## src/hw/rmsc_pkg.sv

```systemverilog
`default_nettype none
package rmsc_pkg;
  // command framing and codes
  localparam logic [7:0] CMD_MARKER      = 8'h80;
  localparam logic [7:0] CMD_TX          = 8'h60;
  localparam logic [7:0] CMD_READY       = 8'h62;
  localparam logic [7:0] CMD_STANDBY     = 8'h63;
  localparam logic [7:0] CMD_SLEEP       = 8'h64;
  localparam logic [7:0] CMD_LOCK_TX     = 8'h66;
  localparam logic [7:0] CMD_ABORT_TX    = 8'h67;
  localparam logic [7:0] CMD_WAKE_RELOAD = 8'h68;
  localparam logic [7:0] CMD_SEQ_UPDATE  = 8'h69;
  localparam logic [7:0] CMD_AES_ENC     = 8'h6a;
  localparam logic [7:0] CMD_AES_KEY     = 8'h6b;
  localparam logic [7:0] CMD_AES_DEC     = 8'h6c;
  localparam logic [7:0] CMD_AES_KEYDEC  = 8'h6d;
  localparam logic [7:0] CMD_SOFT_RESET  = 8'h70;
  localparam logic [7:0] CMD_CLEAR_TXQ   = 8'h72;

  // reported state codes
  localparam logic [6:0] CODE_NONE    = 7'h00;
  localparam logic [6:0] CODE_STANDBY = 7'h40;
  localparam logic [6:0] CODE_SLEEP   = 7'h36;
  localparam logic [6:0] CODE_READY   = 7'h03;
  localparam logic [6:0] CODE_LOCK    = 7'h0f;
  localparam logic [6:0] CODE_TX      = 7'h5f;

  // timing
  localparam real CLK_PERIOD_NS = 5.0;
  localparam real T_RESET_MS    = 0.65;
  localparam real RC_STEP_US    = 29.0;
  localparam int  RESET_CYCLES  = $rtoi(T_RESET_MS * 1.0e6 / CLK_PERIOD_NS);
  localparam int  RC_STEP_CYCLES = $rtoi(RC_STEP_US * 1.0e3 / CLK_PERIOD_NS);
  localparam int  SPI_BITS      = 8;

  typedef enum logic [2:0] {
    ST_SHUTDOWN, ST_RESET, ST_READY, ST_STANDBY, ST_SLEEP, ST_LOCK, ST_TX, ST_PROTOCOL
  } rmsc_state_t;
endpackage
`default_nettype wire

```

## src/hw/rmsc_ctrl.sv

```systemverilog
// Operation
// ready about 650 us after shutdown release
// power-on reset leads into ready
// transmit by command or sleep wake pending
// lock-for-transmit holds lock until next command
// lock reached on detector or timeout
// transmit lasts until done, underflow, abort; here underflow ends transmit only in direct mode
// after transmit: transmit, protocol or ready
// abort in transmit uses completion destinations
// host sends marker byte then code
// command acts at byte end, no cs rise
// lock-for-transmit from ready enters lock
// abort valid only in transmit
// reload wakeup timer and sequence anytime
// encryption and decryption starts anytime
// key compute and key-then-decrypt anytime
// soft reset equals power-on reset
// internal reset low held fixed pulse
// reset returns all state to defaults
// timer period prescaler times counter
// zero prescaler or counter never expires
// host never writes zero wakeup values
// wakeup timer on rc steps, value+1
// stable states left only by command
// invalid or unknown commands are ignored
`timescale 1ns/1ps
`default_nettype none
module rmsc_ctrl #(
  parameter int RESET_CYCLES   = rmsc_pkg::RESET_CYCLES,
  parameter int RC_STEP_CYCLES = rmsc_pkg::RC_STEP_CYCLES
) (
  // clock and power-on reset
  input  wire logic       clk,
  input  wire logic       rst,
  input  wire logic       shutdown_pin,
  // spi pins
  input  wire logic       spi_sclk,
  input  wire logic       spi_mosi,
  input  wire logic       spi_cs_n,
  // synthesizer and timer settings
  input  wire logic       synth_lock,
  input  wire logic [7:0] lock_tmo_prescaler,
  input  wire logic [7:0] lock_tmo_counter,
  input  wire logic [7:0] wakeup_prescaler,
  input  wire logic [7:0] wakeup_counter,
  // transmit datapath and protocol
  input  wire logic       tx_pending,
  input  wire logic       tx_done,
  input  wire logic       tx_underflow,
  input  wire logic       direct_tx_mode,
  input  wire logic       persistent_tx,
  input  wire logic       protocol_active,
  input  wire logic       protocol_done,
  // status
  output logic [6:0]      state_code,
  output logic            internal_reset_low,
  output logic            synth_tx_cfg,
  output logic            lock_reached,
  // dispatched strobes
  output logic            seq_reload,
  output logic            aes_enc_start,
  output logic            aes_key_start,
  output logic            aes_dec_start,
  output logic            aes_keydec_start,
  output logic            tx_queue_clear
);
  localparam int RW = $clog2(RESET_CYCLES + 1);
  localparam int CW = $clog2(RC_STEP_CYCLES + 1);

  rmsc_pkg::rmsc_state_t state_q, state_d;
  logic          hold_q, hold_d;
  logic [RW-1:0] rcnt_q, rcnt_d;
  logic [6:0]    code_q, code_d;
  logic          rstn_q, rstn_d, lockr_q, lockr_d;
  logic [5:0]    strb_q, strb_d;
  logic [CW-1:0] rc_q, rc_d;
  logic          rc_step;
  logic          cmd_valid, lock_tmo_exp, wake_exp;
  logic [7:0]    cmd_code;
  logic          rx_rst, lock_load, wake_load, is_cmd, lock_evt;

  // destination after a transmit ends
  function automatic rmsc_pkg::rmsc_state_t tx_dest(input logic pers, input logic prot);
    if (pers)
      tx_dest = rmsc_pkg::ST_TX;
    else if (prot)
      tx_dest = rmsc_pkg::ST_PROTOCOL;
    else
      tx_dest = rmsc_pkg::ST_READY;
  endfunction

  // state code seen by software
  function automatic logic [6:0] st_code(input rmsc_pkg::rmsc_state_t s);
    case (s)
      rmsc_pkg::ST_READY:   st_code = rmsc_pkg::CODE_READY;
      rmsc_pkg::ST_STANDBY: st_code = rmsc_pkg::CODE_STANDBY;
      rmsc_pkg::ST_SLEEP:   st_code = rmsc_pkg::CODE_SLEEP;
      rmsc_pkg::ST_LOCK:    st_code = rmsc_pkg::CODE_LOCK;
      rmsc_pkg::ST_TX:      st_code = rmsc_pkg::CODE_TX;
      default:              st_code = rmsc_pkg::CODE_NONE;
    endcase
  endfunction

  // receiver is cleared whenever the part is off
  assign rx_rst = rst || shutdown_pin;

  rmsc_cmd_rx u_rx (
    .clk       (clk),
    .rst       (rx_rst),
    .spi_sclk  (spi_sclk),
    .spi_mosi  (spi_mosi),
    .spi_cs_n  (spi_cs_n),
    .cmd_valid (cmd_valid),
    .cmd_code  (cmd_code)
  );

  rmsc_timer #(.PLUS_ONE(1'b0)) u_lock_tmo (
    .clk       (clk),
    .rst       (rst),
    .step      (1'b1),
    .load      (lock_load),
    .prescaler (lock_tmo_prescaler),
    .counter   (lock_tmo_counter),
    .expired   (lock_tmo_exp)
  );

  rmsc_timer #(.PLUS_ONE(1'b1)) u_wake (
    .clk       (clk),
    .rst       (rst),
    .step      (rc_step),
    .load      (wake_load),
    .prescaler (wakeup_prescaler),
    .counter   (wakeup_counter),
    .expired   (wake_exp)
  );

  // rc oscillator step as an enable pulse
  always_comb
  begin
    rc_step = (rc_q == CW'(RC_STEP_CYCLES - 1));
    rc_d    = rc_step ? '0 : rc_q + CW'(1);
  end

  always_ff @(posedge clk)
  begin
    if (rst)
      rc_q <= '0;
    else
      rc_q <= rc_d;
  end

  // main state machine and command dispatch
  always_comb
  begin
    state_d   = state_q;
    hold_d    = hold_q;
    rcnt_d    = rcnt_q;
    strb_d    = 6'h00;
    lock_load = 1'b0;
    wake_load = 1'b0;
    lockr_d   = lockr_q;
    is_cmd    = cmd_valid;
    lock_evt  = synth_lock || lock_tmo_exp;
    if (shutdown_pin)
    begin
      state_d = rmsc_pkg::ST_SHUTDOWN;
      lockr_d = 1'b0;
    end
    else
    begin
      case (state_q)
        rmsc_pkg::ST_SHUTDOWN:
        begin
          // falling step on shutdown starts the reset pulse
          state_d = rmsc_pkg::ST_RESET;
          rcnt_d  = RW'(RESET_CYCLES - 1);
        end
        rmsc_pkg::ST_RESET:
        begin
          if (rcnt_q == '0)
            state_d = rmsc_pkg::ST_READY;
          else
            rcnt_d = rcnt_q - RW'(1);
        end
        default:
        begin
          // transient behaviour of each state
          case (state_q)
            rmsc_pkg::ST_SLEEP:
              if (wake_exp)
              begin
                hold_d    = 1'b0;
                lock_load = tx_pending;
                state_d   = tx_pending ? rmsc_pkg::ST_LOCK : rmsc_pkg::ST_READY;
              end
            rmsc_pkg::ST_LOCK:
              if (lock_evt)
              begin
                lockr_d = 1'b1;
                if (!hold_q)
                  state_d = rmsc_pkg::ST_TX;
              end
            rmsc_pkg::ST_TX:
              if (tx_done || (direct_tx_mode && tx_underflow))
                state_d = tx_dest(persistent_tx, protocol_active);
            rmsc_pkg::ST_PROTOCOL:
              if (protocol_done)
                state_d = rmsc_pkg::ST_READY;
            default:
              state_d = state_q;
          endcase
          // commands take precedence over transient events
          if (is_cmd)
          begin
            case (cmd_code)
              rmsc_pkg::CMD_TX:
                if (state_q == rmsc_pkg::ST_READY)
                begin
                  state_d   = rmsc_pkg::ST_LOCK;
                  hold_d    = 1'b0;
                  lock_load = 1'b1;
                  lockr_d   = 1'b0;
                end
              rmsc_pkg::CMD_LOCK_TX:
                if (state_q == rmsc_pkg::ST_READY)
                begin
                  state_d   = rmsc_pkg::ST_LOCK;
                  hold_d    = 1'b1;
                  lock_load = 1'b1;
                  lockr_d   = 1'b0;
                end
              rmsc_pkg::CMD_READY:
                if (state_q == rmsc_pkg::ST_STANDBY || state_q == rmsc_pkg::ST_SLEEP
                    || state_q == rmsc_pkg::ST_LOCK)
                begin
                  state_d = rmsc_pkg::ST_READY;
                  lockr_d = 1'b0;
                end
              rmsc_pkg::CMD_STANDBY:
                if (state_q == rmsc_pkg::ST_READY)
                  state_d = rmsc_pkg::ST_STANDBY;
              rmsc_pkg::CMD_SLEEP:
                if (state_q == rmsc_pkg::ST_READY)
                begin
                  state_d   = rmsc_pkg::ST_SLEEP;
                  wake_load = 1'b1;
                end
              rmsc_pkg::CMD_ABORT_TX:
                if (state_q == rmsc_pkg::ST_TX)
                  state_d = tx_dest(persistent_tx, protocol_active);
              rmsc_pkg::CMD_WAKE_RELOAD: wake_load = 1'b1;
              rmsc_pkg::CMD_SEQ_UPDATE:  strb_d[0] = 1'b1;
              rmsc_pkg::CMD_AES_ENC:     strb_d[1] = 1'b1;
              rmsc_pkg::CMD_AES_KEY:     strb_d[2] = 1'b1;
              rmsc_pkg::CMD_AES_DEC:     strb_d[3] = 1'b1;
              rmsc_pkg::CMD_AES_KEYDEC:  strb_d[4] = 1'b1;
              rmsc_pkg::CMD_CLEAR_TXQ:   strb_d[5] = 1'b1;
              rmsc_pkg::CMD_SOFT_RESET:
              begin
                state_d = rmsc_pkg::ST_RESET;
                rcnt_d  = RW'(RESET_CYCLES - 1);
                lockr_d = 1'b0;
                hold_d  = 1'b0;
              end
              default: state_d = state_d;
            endcase
          end
        end
      endcase
    end
    if (state_d != rmsc_pkg::ST_LOCK && state_d != rmsc_pkg::ST_TX)
      lockr_d = 1'b0;
    rstn_d = (state_d != rmsc_pkg::ST_RESET && state_d != rmsc_pkg::ST_SHUTDOWN);
    code_d = st_code(state_d);
  end

  // power-on reset holds the internal reset pulse as well
  always_ff @(posedge clk)
  begin
    if (rst)
    begin
      state_q <= rmsc_pkg::ST_RESET;
      hold_q  <= 1'b0;
      rcnt_q  <= RW'(RESET_CYCLES - 1);
      code_q  <= rmsc_pkg::CODE_NONE;
      rstn_q  <= 1'b0;
      lockr_q <= 1'b0;
      strb_q  <= 6'h00;
    end
    else
    begin
      state_q <= state_d;
      hold_q  <= hold_d;
      rcnt_q  <= rcnt_d;
      code_q  <= code_d;
      rstn_q  <= rstn_d;
      lockr_q <= lockr_d;
      strb_q  <= strb_d;
    end
  end

  assign state_code         = code_q;
  assign internal_reset_low = rstn_q;
  assign synth_tx_cfg       = (code_q == rmsc_pkg::CODE_LOCK) || (code_q == rmsc_pkg::CODE_TX);
  assign lock_reached       = lockr_q;
  assign seq_reload         = strb_q[0];
  assign aes_enc_start      = strb_q[1];
  assign aes_key_start      = strb_q[2];
  assign aes_dec_start      = strb_q[3];
  assign aes_keydec_start   = strb_q[4];
  assign tx_queue_clear     = strb_q[5];

  a_reset_to_ready: assert property (@(posedge clk) disable iff (rst)
    state_q == rmsc_pkg::ST_RESET && rcnt_q == '0 && !shutdown_pin
    |=> state_code == rmsc_pkg::CODE_READY && internal_reset_low)
    else $error("reset end did not reach ready");
  a_reset_pulse_low: assert property (@(posedge clk) disable iff (rst)
    $fell(shutdown_pin) |=> !internal_reset_low [*2])
    else $error("reset pulse not held after shutdown release");
  a_tx_cmd_lock: assert property (@(posedge clk) disable iff (rst)
    state_q == rmsc_pkg::ST_READY && cmd_valid && cmd_code == rmsc_pkg::CMD_TX
    && !shutdown_pin |=> state_q == rmsc_pkg::ST_LOCK && !hold_q)
    else $error("transmit command did not enter lock");
  a_lock_hold: assert property (@(posedge clk) disable iff (rst)
    state_q == rmsc_pkg::ST_LOCK && hold_q && !cmd_valid && !shutdown_pin
    |=> state_q == rmsc_pkg::ST_LOCK)
    else $error("held lock advanced without command");
  a_lock_to_tx: assert property (@(posedge clk) disable iff (rst)
    state_q == rmsc_pkg::ST_LOCK && !hold_q && synth_lock && !cmd_valid && !shutdown_pin
    |=> state_code == rmsc_pkg::CODE_TX && lock_reached)
    else $error("lock detect did not start transmit");
  a_tx_persists: assert property (@(posedge clk) disable iff (rst)
    state_q == rmsc_pkg::ST_TX && !tx_done && !tx_underflow && !cmd_valid && !shutdown_pin
    |=> state_q == rmsc_pkg::ST_TX)
    else $error("transmit left without cause");
  a_tx_done_dest: assert property (@(posedge clk) disable iff (rst)
    state_q == rmsc_pkg::ST_TX && tx_done && !persistent_tx && protocol_active
    && !cmd_valid && !shutdown_pin |=> state_q == rmsc_pkg::ST_PROTOCOL)
    else $error("transmit end went to wrong state");
  a_abort_ready: assert property (@(posedge clk) disable iff (rst)
    state_q == rmsc_pkg::ST_TX && cmd_valid && cmd_code == rmsc_pkg::CMD_ABORT_TX
    && !persistent_tx && !protocol_active && !shutdown_pin
    |=> state_code == rmsc_pkg::CODE_READY)
    else $error("abort did not return to ready");
  a_soft_reset: assert property (@(posedge clk) disable iff (rst)
    state_q == rmsc_pkg::ST_READY && cmd_valid && cmd_code == rmsc_pkg::CMD_SOFT_RESET
    && !shutdown_pin |=> !internal_reset_low && rcnt_q == RW'(RESET_CYCLES - 1))
    else $error("soft reset did not start reset pulse");
  a_aes_strobe: assert property (@(posedge clk) disable iff (rst)
    cmd_valid && cmd_code == rmsc_pkg::CMD_AES_ENC && !shutdown_pin
    && state_q != rmsc_pkg::ST_RESET && state_q != rmsc_pkg::ST_SHUTDOWN
    |=> aes_enc_start ##1 !aes_enc_start)
    else $error("encryption strobe wrong");
  a_ignore_cmd: assert property (@(posedge clk) disable iff (rst)
    state_q == rmsc_pkg::ST_READY && cmd_valid && cmd_code == rmsc_pkg::CMD_ABORT_TX
    && !shutdown_pin |=> state_q == rmsc_pkg::ST_READY)
    else $error("invalid command changed state");
endmodule
`default_nettype wire

```

## src/hw/rmsc_cmd_rx.sv

```systemverilog
`timescale 1ns/1ps
`default_nettype none
module rmsc_cmd_rx (
  // clock and reset
  input  wire logic       clk,
  input  wire logic       rst,
  // spi pins, sampled as synchronous
  input  wire logic       spi_sclk,
  input  wire logic       spi_mosi,
  input  wire logic       spi_cs_n,
  // decoded command
  output logic            cmd_valid,
  output logic [7:0]      cmd_code
);
  logic       sclk_q, sclk_d;
  logic [7:0] shift_q, shift_d;
  logic [2:0] bit_q, bit_d;
  logic       armed_q, armed_d;
  logic       valid_q, valid_d;
  logic [7:0] code_q, code_d;
  logic [7:0] byte_w;

  // shift on sclk rise; marker byte arms, next byte is the code
  always_comb
  begin
    byte_w  = {shift_q[6:0], spi_mosi};
    sclk_d  = spi_sclk;
    shift_d = shift_q;
    bit_d   = bit_q;
    armed_d = armed_q;
    valid_d = 1'b0;
    code_d  = code_q;
    if (spi_cs_n)
    begin
      bit_d   = 3'h0;
      armed_d = 1'b0;
    end
    else if (spi_sclk && !sclk_q)
    begin
      shift_d = byte_w;
      bit_d   = bit_q + 3'h1;
      if (bit_q == 3'(rmsc_pkg::SPI_BITS - 1))
      begin
        // command acts at byte end, cs need not rise
        if (armed_q)
        begin
          valid_d = 1'b1;
          code_d  = byte_w;
          armed_d = 1'b0;
        end
        else
          armed_d = (byte_w == rmsc_pkg::CMD_MARKER);
      end
    end
  end

  always_ff @(posedge clk)
  begin
    if (rst)
    begin
      sclk_q  <= 1'b0;
      shift_q <= 8'h00;
      bit_q   <= 3'h0;
      armed_q <= 1'b0;
      valid_q <= 1'b0;
      code_q  <= 8'h00;
    end
    else
    begin
      sclk_q  <= sclk_d;
      shift_q <= shift_d;
      bit_q   <= bit_d;
      armed_q <= armed_d;
      valid_q <= valid_d;
      code_q  <= code_d;
    end
  end

  assign cmd_valid = valid_q;
  assign cmd_code  = code_q;
endmodule
`default_nettype wire

```

## src/hw/rmsc_timer.sv

```systemverilog
`timescale 1ns/1ps
`default_nettype none
module rmsc_timer #(
  parameter bit PLUS_ONE = 1'b0
) (
  // clock and reset
  input  wire logic       clk,
  input  wire logic       rst,
  // control
  input  wire logic       step,
  input  wire logic       load,
  input  wire logic [7:0] prescaler,
  input  wire logic [7:0] counter,
  // status
  output logic            expired
);
  logic [8:0] pre_q, pre_d, cnt_q, cnt_d;
  logic       act_q, act_d, exp_q, exp_d;
  logic [8:0] pre_lim, cnt_lim;

  // period is prescaler x counter steps; zero never expires unless plus-one
  always_comb
  begin
    pre_lim = {1'b0, prescaler} + {8'h00, PLUS_ONE};
    cnt_lim = {1'b0, counter} + {8'h00, PLUS_ONE};
    pre_d   = pre_q;
    cnt_d   = cnt_q;
    act_d   = act_q;
    exp_d   = 1'b0;
    if (load)
    begin
      pre_d = 9'h000;
      cnt_d = 9'h000;
      act_d = 1'b1;
    end
    else if (step && act_q && pre_lim != 9'h000 && cnt_lim != 9'h000)
    begin
      pre_d = pre_q + 9'h001;
      if (pre_q == pre_lim - 9'h001)
      begin
        pre_d = 9'h000;
        cnt_d = cnt_q + 9'h001;
        if (cnt_q == cnt_lim - 9'h001)
        begin
          exp_d = 1'b1;
          act_d = 1'b0;
        end
      end
    end
  end

  always_ff @(posedge clk)
  begin
    if (rst)
    begin
      pre_q <= 9'h000;
      cnt_q <= 9'h000;
      act_q <= 1'b0;
      exp_q <= 1'b0;
    end
    else
    begin
      pre_q <= pre_d;
      cnt_q <= cnt_d;
      act_q <= act_d;
      exp_q <= exp_d;
    end
  end

  assign expired = exp_q;
endmodule
`default_nettype wire

```

## config.mk

```make
export PLATFORM = sky130hd
export DESIGN_NAME = rmsc_ctrl
export DESIGN_NICKNAME = d
export VERILOG_FILES = /design/src/hw/rmsc_pkg.sv /design/src/hw/rmsc_ctrl.sv /design/src/hw/rmsc_cmd_rx.sv /design/src/hw/rmsc_timer.sv
export SDC_FILE = /design/constraint.sdc
export NUM_CORES = 1
export LEC_CHECK = 0
export ABC_CLOCK_PERIOD_IN_PS = 2700
export BUFFER_PORTS_ARGS = -buffer_cell sky130_fd_sc_hd__buf_2
export CAP_MARGIN = 5
export CORE_MARGIN = 5
export CORE_UTILIZATION = 54
export CTS_CLUSTER_DIAMETER = 50
export CTS_CLUSTER_SIZE = 8
export DETAILED_ROUTE_END_ITERATION = 10
export HOLD_SLACK_MARGIN = 0.05
export MAX_ROUTING_LAYER = met4
export PLACE_DENSITY = 0.77
export SETUP_SLACK_MARGIN = 0.5
export SLEW_MARGIN = 15
export SYNTH_ARGS = -nofsm -noshare
export SYNTH_HDL_FRONTEND = slang
export SYNTH_SLANG_ARGS = --single-unit
```

## constraint.sdc

```tcl
create_clock -name clk -period 2.7 [get_ports clk]
set_input_delay 0.27 -clock clk [delete_from_list [all_inputs] [get_ports clk]]
set_output_delay 0.27 -clock clk [all_outputs]
set_load 0.005 [all_outputs]
```

**Yosys cells after proc, flatten, opt, wreduce, memory -nomap -nowiden**

Index checks and enable logic that the tools add are counted.
Widths: inputs -> output; s select.

- Bits in registers: 110
- Input port bits: 46
- Output and inout bits: 16
- Word-level logic and storage cells: 203

- Add/subtract/negate cells: 13
- Equal/unequal tests: 39
- Multiplexer cells: 68
- Bitwise operators: 10
- Reduce and logical (&&, ||, !) cells: 51

Operators with widths:

| cell | number |
|---|---|
| $eq 8x7->1 const B | 14 |
| $mux 17 | 3 |
| $mux 3 | 16 |
| $mux 1 | 39 |
| $add 9x1->9 const B | 4 |
| $eq 9x9->1 | 4 |
| $reduce_bool 9->1 | 4 |
| $pmux 7 s5 | 1 |
| $pmux 17 s2 | 1 |
| $eq 3x3->1 const B | 8 |
| $add 8x1->9 const B | 2 |
| $mux 9 | 2 |
| $pmux 3 s6 | 1 |
| $sub 8x1->9 const B | 2 |
| $sub 9x1->9 const B | 2 |
| $logic_not 17->1 | 1 |
| $sub 17x1->17 const B | 1 |
| $add 13x1->13 const B | 1 |
| $eq 13x13->1 const B | 1 |
| $eq 3x2->1 const B | 4 |
| $pmux 3 s4 | 1 |
| $reduce_bool 2->1 | 6 |
| $reduce_or 2->1 | 6 |
| $reduce_or 4->1 | 3 |
| 22 further kinds | 54 |

**Depth between registers and ports, before layout**

- Depth in word-level cells: 12
- Depth in mapped cells: 10
- Depth with buffers taken out: 10

**By module**

From an unflattened synthesis, not the netlist that was laid out.

- Cell total of the unflattened synthesis: 854
- Area total of the unflattened synthesis: 7255.7 um^2

By module, submodules not included:

| module | instances | cells each | area each (um^2) | seq. area each (um^2) |
|---|---|---|---|---|
| rmsc_ctrl | 1 | 337 | 2871.5 | 980.9 |
| rmsc_timer at u_wake | 1 | 250 | 1938.1 | 400.4 |
| rmsc_timer at u_lock_tmo | 1 | 183 | 1532.7 | 400.4 |
| rmsc_cmd_rx | 1 | 84 | 913.4 | 420.4 |

**Least setup slack after synthesis**

OpenSTA, ideal clock, no wires.

- Kind: input port to flip-flop
- From: in lock_tmo_prescaler[0]
- To: reg u_lock_tmo.cnt_q[7]
- Library setup time: 59 ps
- Arrival time: 2813 ps
- Required time: 2641 ps
- Slack: -172 ps
- Cell stages on the path: 8
- Path buffers: 0
- Cells stage by stage: or4_4 -> or4b_1 -> and3_1 -> o31a_1 -> a2111oi_4 -> nand4_4 -> or4_1 -> nand2_1

- Longest elaborated chain between the ends: 4
- Elaborated cells between the ends (all ways): 6
- Classes of those cells: add/sub (1); eq/ne (1); reduce/logical (4)

RTL lines:

| item | RTL line | source |
|---|---|---|
| start: declaration | rmsc_ctrl.sv:42 | `input wire logic [7:0] lock_tmo_prescaler,` |
| branches (longest 3 deep; another with $sub 8x1->9) | - |  |
| $reduce_and 2->1 (no line) * | - |  |
| end signal: assignment | rmsc_timer.sv:64 | `cnt_q <= cnt_d;` |
| end: declaration | rmsc_timer.sv:17 | `logic [8:0] pre_q, pre_d, cnt_q, cnt_d;` |

Mark *: on every way between the ends.
A chain may end at the register's enable or synchronous reset.

**Worst setup path after layout**

- From: in lock_tmo_prescaler[0]
- To: reg u_lock_tmo.cnt_q[5]

Same word-level chain as after synthesis.

==> run summary <==
Route
• 6506 — total vias in the final route
• 0 — final antenna-violating net count
• 5.95 — Vias per Instance
• 6 — TritonRoute pass-1 iters
• 17.9 mm — final wirelength
• 16.3 um — average detailed-routed wire length per instance
• 0 — number of DRC violations after detailed routing
• 456 — drt initial violations

Finish
• 33.3% — share of cells above drive strength 1
• 33.1% — layout-stage area growth over the synthesis result
• sky130_fd_sc_hd__dfxtp_1 — most common cell after layout, fill and taps aside
• 0 — diode count
• 1093 — Layout Cells excl Fill
• sky130_fd_sc_hd__dfxtp_1, sky130_fd_sc_hd__nor2_1, sky130_fd_sc_hd__nand2_1 — commonest non-fill, non-tap cells in the layout
• 1004 — count of nets after finishing
• 848 — fill count

Timing
• 42.3% — worst slew slack as a fraction of its limit
• 0.00490 ns — Worst Skew
• 0.862 ns — Worst Max-Slew Pin Slew
• yes — setup repair after global routing missed its margin
• 2.54 ns — minimum period implied by the final worst setup slack
• 0 — number of endpoints failing setup at the final stage
• 93.9% — period utilisation layout
• 0 — count of pins over their slew limit
• 0 ns — final setup TNS
• 0 — count of final hold-check violations
• 0.394 GHz — Max Fclk

GRT
• 28.2 mm — global-route wire length before repair
• 23.6% — all-layer global routing usage
• 6196 — vias in the first global route
• 0 — initial antenna violation count
• 0 — grt total ovfl
• 25 — largest net degree at the start of global routing

Synth
• 818 — number of instances in the synthesized netlist
• 6580 sq um — cell area after synthesis
• 0 — warnings from Yosys
• sky130_fd_sc_hd__dfxtp_1 — predominant post-synthesis flop cell
• 0 — number of flops mapped to enable cells by yosys
• 33.5% — Seq/Total Area, Yosys
• 880 — number of nets in the synthesized netlist
• 66 — number of unique standard cell types used by synthesis
• 110 — Synth Register Bits
• 8.04 sq um — synthesized area per cell
• 0% — Post-synth ARST share

Floorplanning
• 14500 sq um — Die Footprint
• 120 um — vertical die dimension
• 62 — # IOs
• 40 — number of core rows
• 120 um — width of the die
• 12000 sq um — CORE AREA
• 55.0% — starting density of the core

Clock tree
• 9 — Inserted Clock Buffers
• sky130_fd_sc_hd__clkbuf_16 — root cell of the clock tree
• 2 — Clock Tree Buf Depth
• 3 — Max H-tree Level
• 0.35 ns — Skew-Pair Late Insertion Delay
• 110 — count of clock tree sinks
• built — clock tree from TritonCTS
• 0.07 ns — clock slew seen by the registers of the worst setup and hold paths

Worst setup path
• 0.52 ns — maximum single-stage delay on the critical path
• buf_6 > or4_4 > or4b_1 > and3_1 > o31a_1 > a2111oi_4 > buf_4 > nand4_4 > or4_1 > nand2_1 — worst path cell trace
• 2.83 ns — Critical Path AT
• sky130_fd_sc_hd__or4_4 — Slowest-stage cell, CP
• 4 — crit-path max FO
• in2reg — worst setup path class
• input port — CP Launch Type
• 2.99 ns — data required time of the critical path
• flop — kind of end point of the critical path

Placed design
• 11.7 mm — half-perimeter wire length after detailed placement
• 0.947 — global placement routability congestion
• 61 — quantity of I/O buffers inserted on ports
• 1032 — Post-Place Cells

Power and ir drop
• 3.26 mW — Design Power
• 3.45 nW — leakage power
• 0.000406 V — IR drop worst, VDD
• 373 nW/um^2 — Pwr Density

Job
• 0 — max cap viols

Run status
• finished clean — outcome

Worst hold path
• in2reg — path type of the worst min-delay path

## metrics by stage
stage / hold WS [ns] / util (%) / setup WS, ns / cell area, sq um
finish: 0.144 / 73.2 / 0.164 / 8750
global route: 0.148 / 73.2 / 0.0907 / 8750
global placement: 0.430 / 61.8 / -0.175 / 7390
floorplan: 0.347 / - / -0.172 / 6750
CTS: 0.141 / 67.7 / 0.174 / 8100
detailed placement: 0.439 / 61.8 / -0.222 / 7390
## worst max-delay path: cells and delay by family
| kind | cells | cell delay [ns] |
|---|---|---|
| AOI/OAI and AO/OA | 2 | 0.45 |
| and+or+nand+nor | 6 | 1.82 |
| buffers and inverters | 2 | 0.28 |
## area by class of cell
| type | count | area (sq um) | share of cell area [%] |
|---|---|---|---|
| multi-input cells | 654 | 4960 | 56.6 |
| clock buffers | 11 | 243 | 2.77 |
| well taps | 147 | 184 | 2.10 |
| clock inverters | 4 | 23.8 | 0.272 |
| inverters | 20 | 75.1 | 0.858 |
| flip-flops and latches | 110 | 2220 | 25.4 |
| repair buffers | 147 | 1050 | 12.0 |
## where the power goes
group / total (mW) / leakage (nW) / switching [mW] / internal (mW)
clock network: 1.21 / 0.135 / 0.571 / 0.643
registers: 1.64 / 0.892 / 0.00995 / 1.63
logic: 0.409 / 2.43 / 0.224 / 0.185
## cell families (layout without fill, tap and decap cells)
logic type / count (synthesis) / in the layout / synth area share (%)
AND/OR/NAND/NOR: 392 / 394 / 30.9
AO/OA/AOI/OAI: 132 / 132 / 13.6
flip-flops: 110 / 110 / 33.5
XOR/XNOR: 92 / 92 / 12.7
buffers and inverters: 56 / 182 / 3.24
multiplexers: 20 / 20 / 3.04
adder cells (fa/ha/maj): 16 / 16 / 3.04
## sequential cells by signal, indices dropped and copies added (netlist names)
name and cells:
rcnt_q 17, internal_reset_low 1, u_lock_tmo.expired 1, u_rx.shift_q 7, u_wake.expired 1, u_lock_tmo.pre_q 9
hold_q 1, u_wake.pre_q 9, u_rx.bit_q 3, u_wake.act_q 1, u_rx.cmd_valid 1, state_code 7
state_q 3, lock_reached 1, rc_q 13, u_lock_tmo.act_q 1, u_rx.armed_q 1, u_rx.sclk_q 1
u_rx.cmd_code 8, strb_q 6, u_lock_tmo.cnt_q 9, u_wake.cnt_q 9
## metal layers
layer,global-route usage (%),share of wire [%],vias up
li1,-,-,3177
met1,27.9,42,3108
met2,41.1,51,179
met4,7.86,2.7,0
met3,3.70,3.9,42
met5,-,0,-
## cell usage after synthesis, types with 3 or more instances
master / instances / share of area, %
sky130_fd_sc_hd__o32ai_1: 3 / 0.40
sky130_fd_sc_hd__o21ai_0: 24 / 1.8
sky130_fd_sc_hd__or2_2: 11 / 1.0
sky130_fd_sc_hd__xor2_1: 52 / 6.9
sky130_fd_sc_hd__inv_1: 20 / 1.1
sky130_fd_sc_hd__nand4_1: 26 / 2.5
sky130_fd_sc_hd__dfxtp_1: 110 / 33
sky130_fd_sc_hd__nor2b_1: 9 / 0.86
sky130_fd_sc_hd__nor4b_1: 4 / 0.53
sky130_fd_sc_hd__o22ai_1: 3 / 0.29
sky130_fd_sc_hd__o211ai_1: 9 / 1.0
sky130_fd_sc_hd__xnor2_1: 38 / 5.1
sky130_fd_sc_hd__nand3b_1: 5 / 0.57
sky130_fd_sc_hd__nand3_1: 22 / 1.7
sky130_fd_sc_hd__a211oi_1: 8 / 0.91
sky130_fd_sc_hd__and3_1: 17 / 1.6
sky130_fd_sc_hd__a31oi_1: 7 / 0.67
sky130_fd_sc_hd__a2111oi_0: 3 / 0.40
sky130_fd_sc_hd__a21oi_1: 35 / 2.7
sky130_fd_sc_hd__nor2_1: 98 / 5.6
sky130_fd_sc_hd__mux2i_1: 20 / 3.0
sky130_fd_sc_hd__and2_1: 5 / 0.48
sky130_fd_sc_hd__or3_1: 15 / 1.4
sky130_fd_sc_hd__or4_1: 5 / 0.57
sky130_fd_sc_hd__clkbuf_1: 32 / 1.8
sky130_fd_sc_hd__nor3b_1: 7 / 0.80
sky130_fd_sc_hd__nand4bb_1: 5 / 0.86
sky130_fd_sc_hd__nor4_1: 17 / 1.6
sky130_fd_sc_hd__o31ai_1: 8 / 0.91
sky130_fd_sc_hd__nand2b_1: 9 / 0.86
sky130_fd_sc_hd__and4_1: 3 / 0.40
sky130_fd_sc_hd__nor3_1: 26 / 2.0
sky130_fd_sc_hd__a21boi_0: 5 / 0.57
sky130_fd_sc_hd__nand2_1: 95 / 5.4
sky130_fd_sc_hd__ha_1: 16 / 3.0
## final timing paths
| check | from | end | slack [ns] | depth (start not counted) |
|---|---|---|---|---|
| worst min register to register | rc_q[0]$_SDFF_PP0_ | rc_q[0]$_SDFF_PP0_ | 0.44 | 1 |
| worst min-delay path | spi_cs_n | u_rx.bit_q[0]$_SDFFE_PP0P_ | 0.14 | 2 |
| worst max-delay path | lock_tmo_prescaler[0] | u_lock_tmo.cnt_q[5]$_SDFFE_PP0P_ | 0.16 | 10 |
| worst max register to register | rcnt_q[0]$_SDFFE_PP1P_ | rcnt_q[4]$_SDFFE_PP0P_ | 0.37 | 11 |
## what timing repair did
| action | CTS | global route |
|---|---|---|
| hold buffers | 0 | 0 |
| setup endpoints to repair | 63 | 65 |
| resized for setup | 58 | 122 |
| buffers inserted | 21 | 20 |
| pin swaps | 26 | 54 |
| cloned | 5 | 0 |
Note: power is estimated with default switching activity, not from simulation.
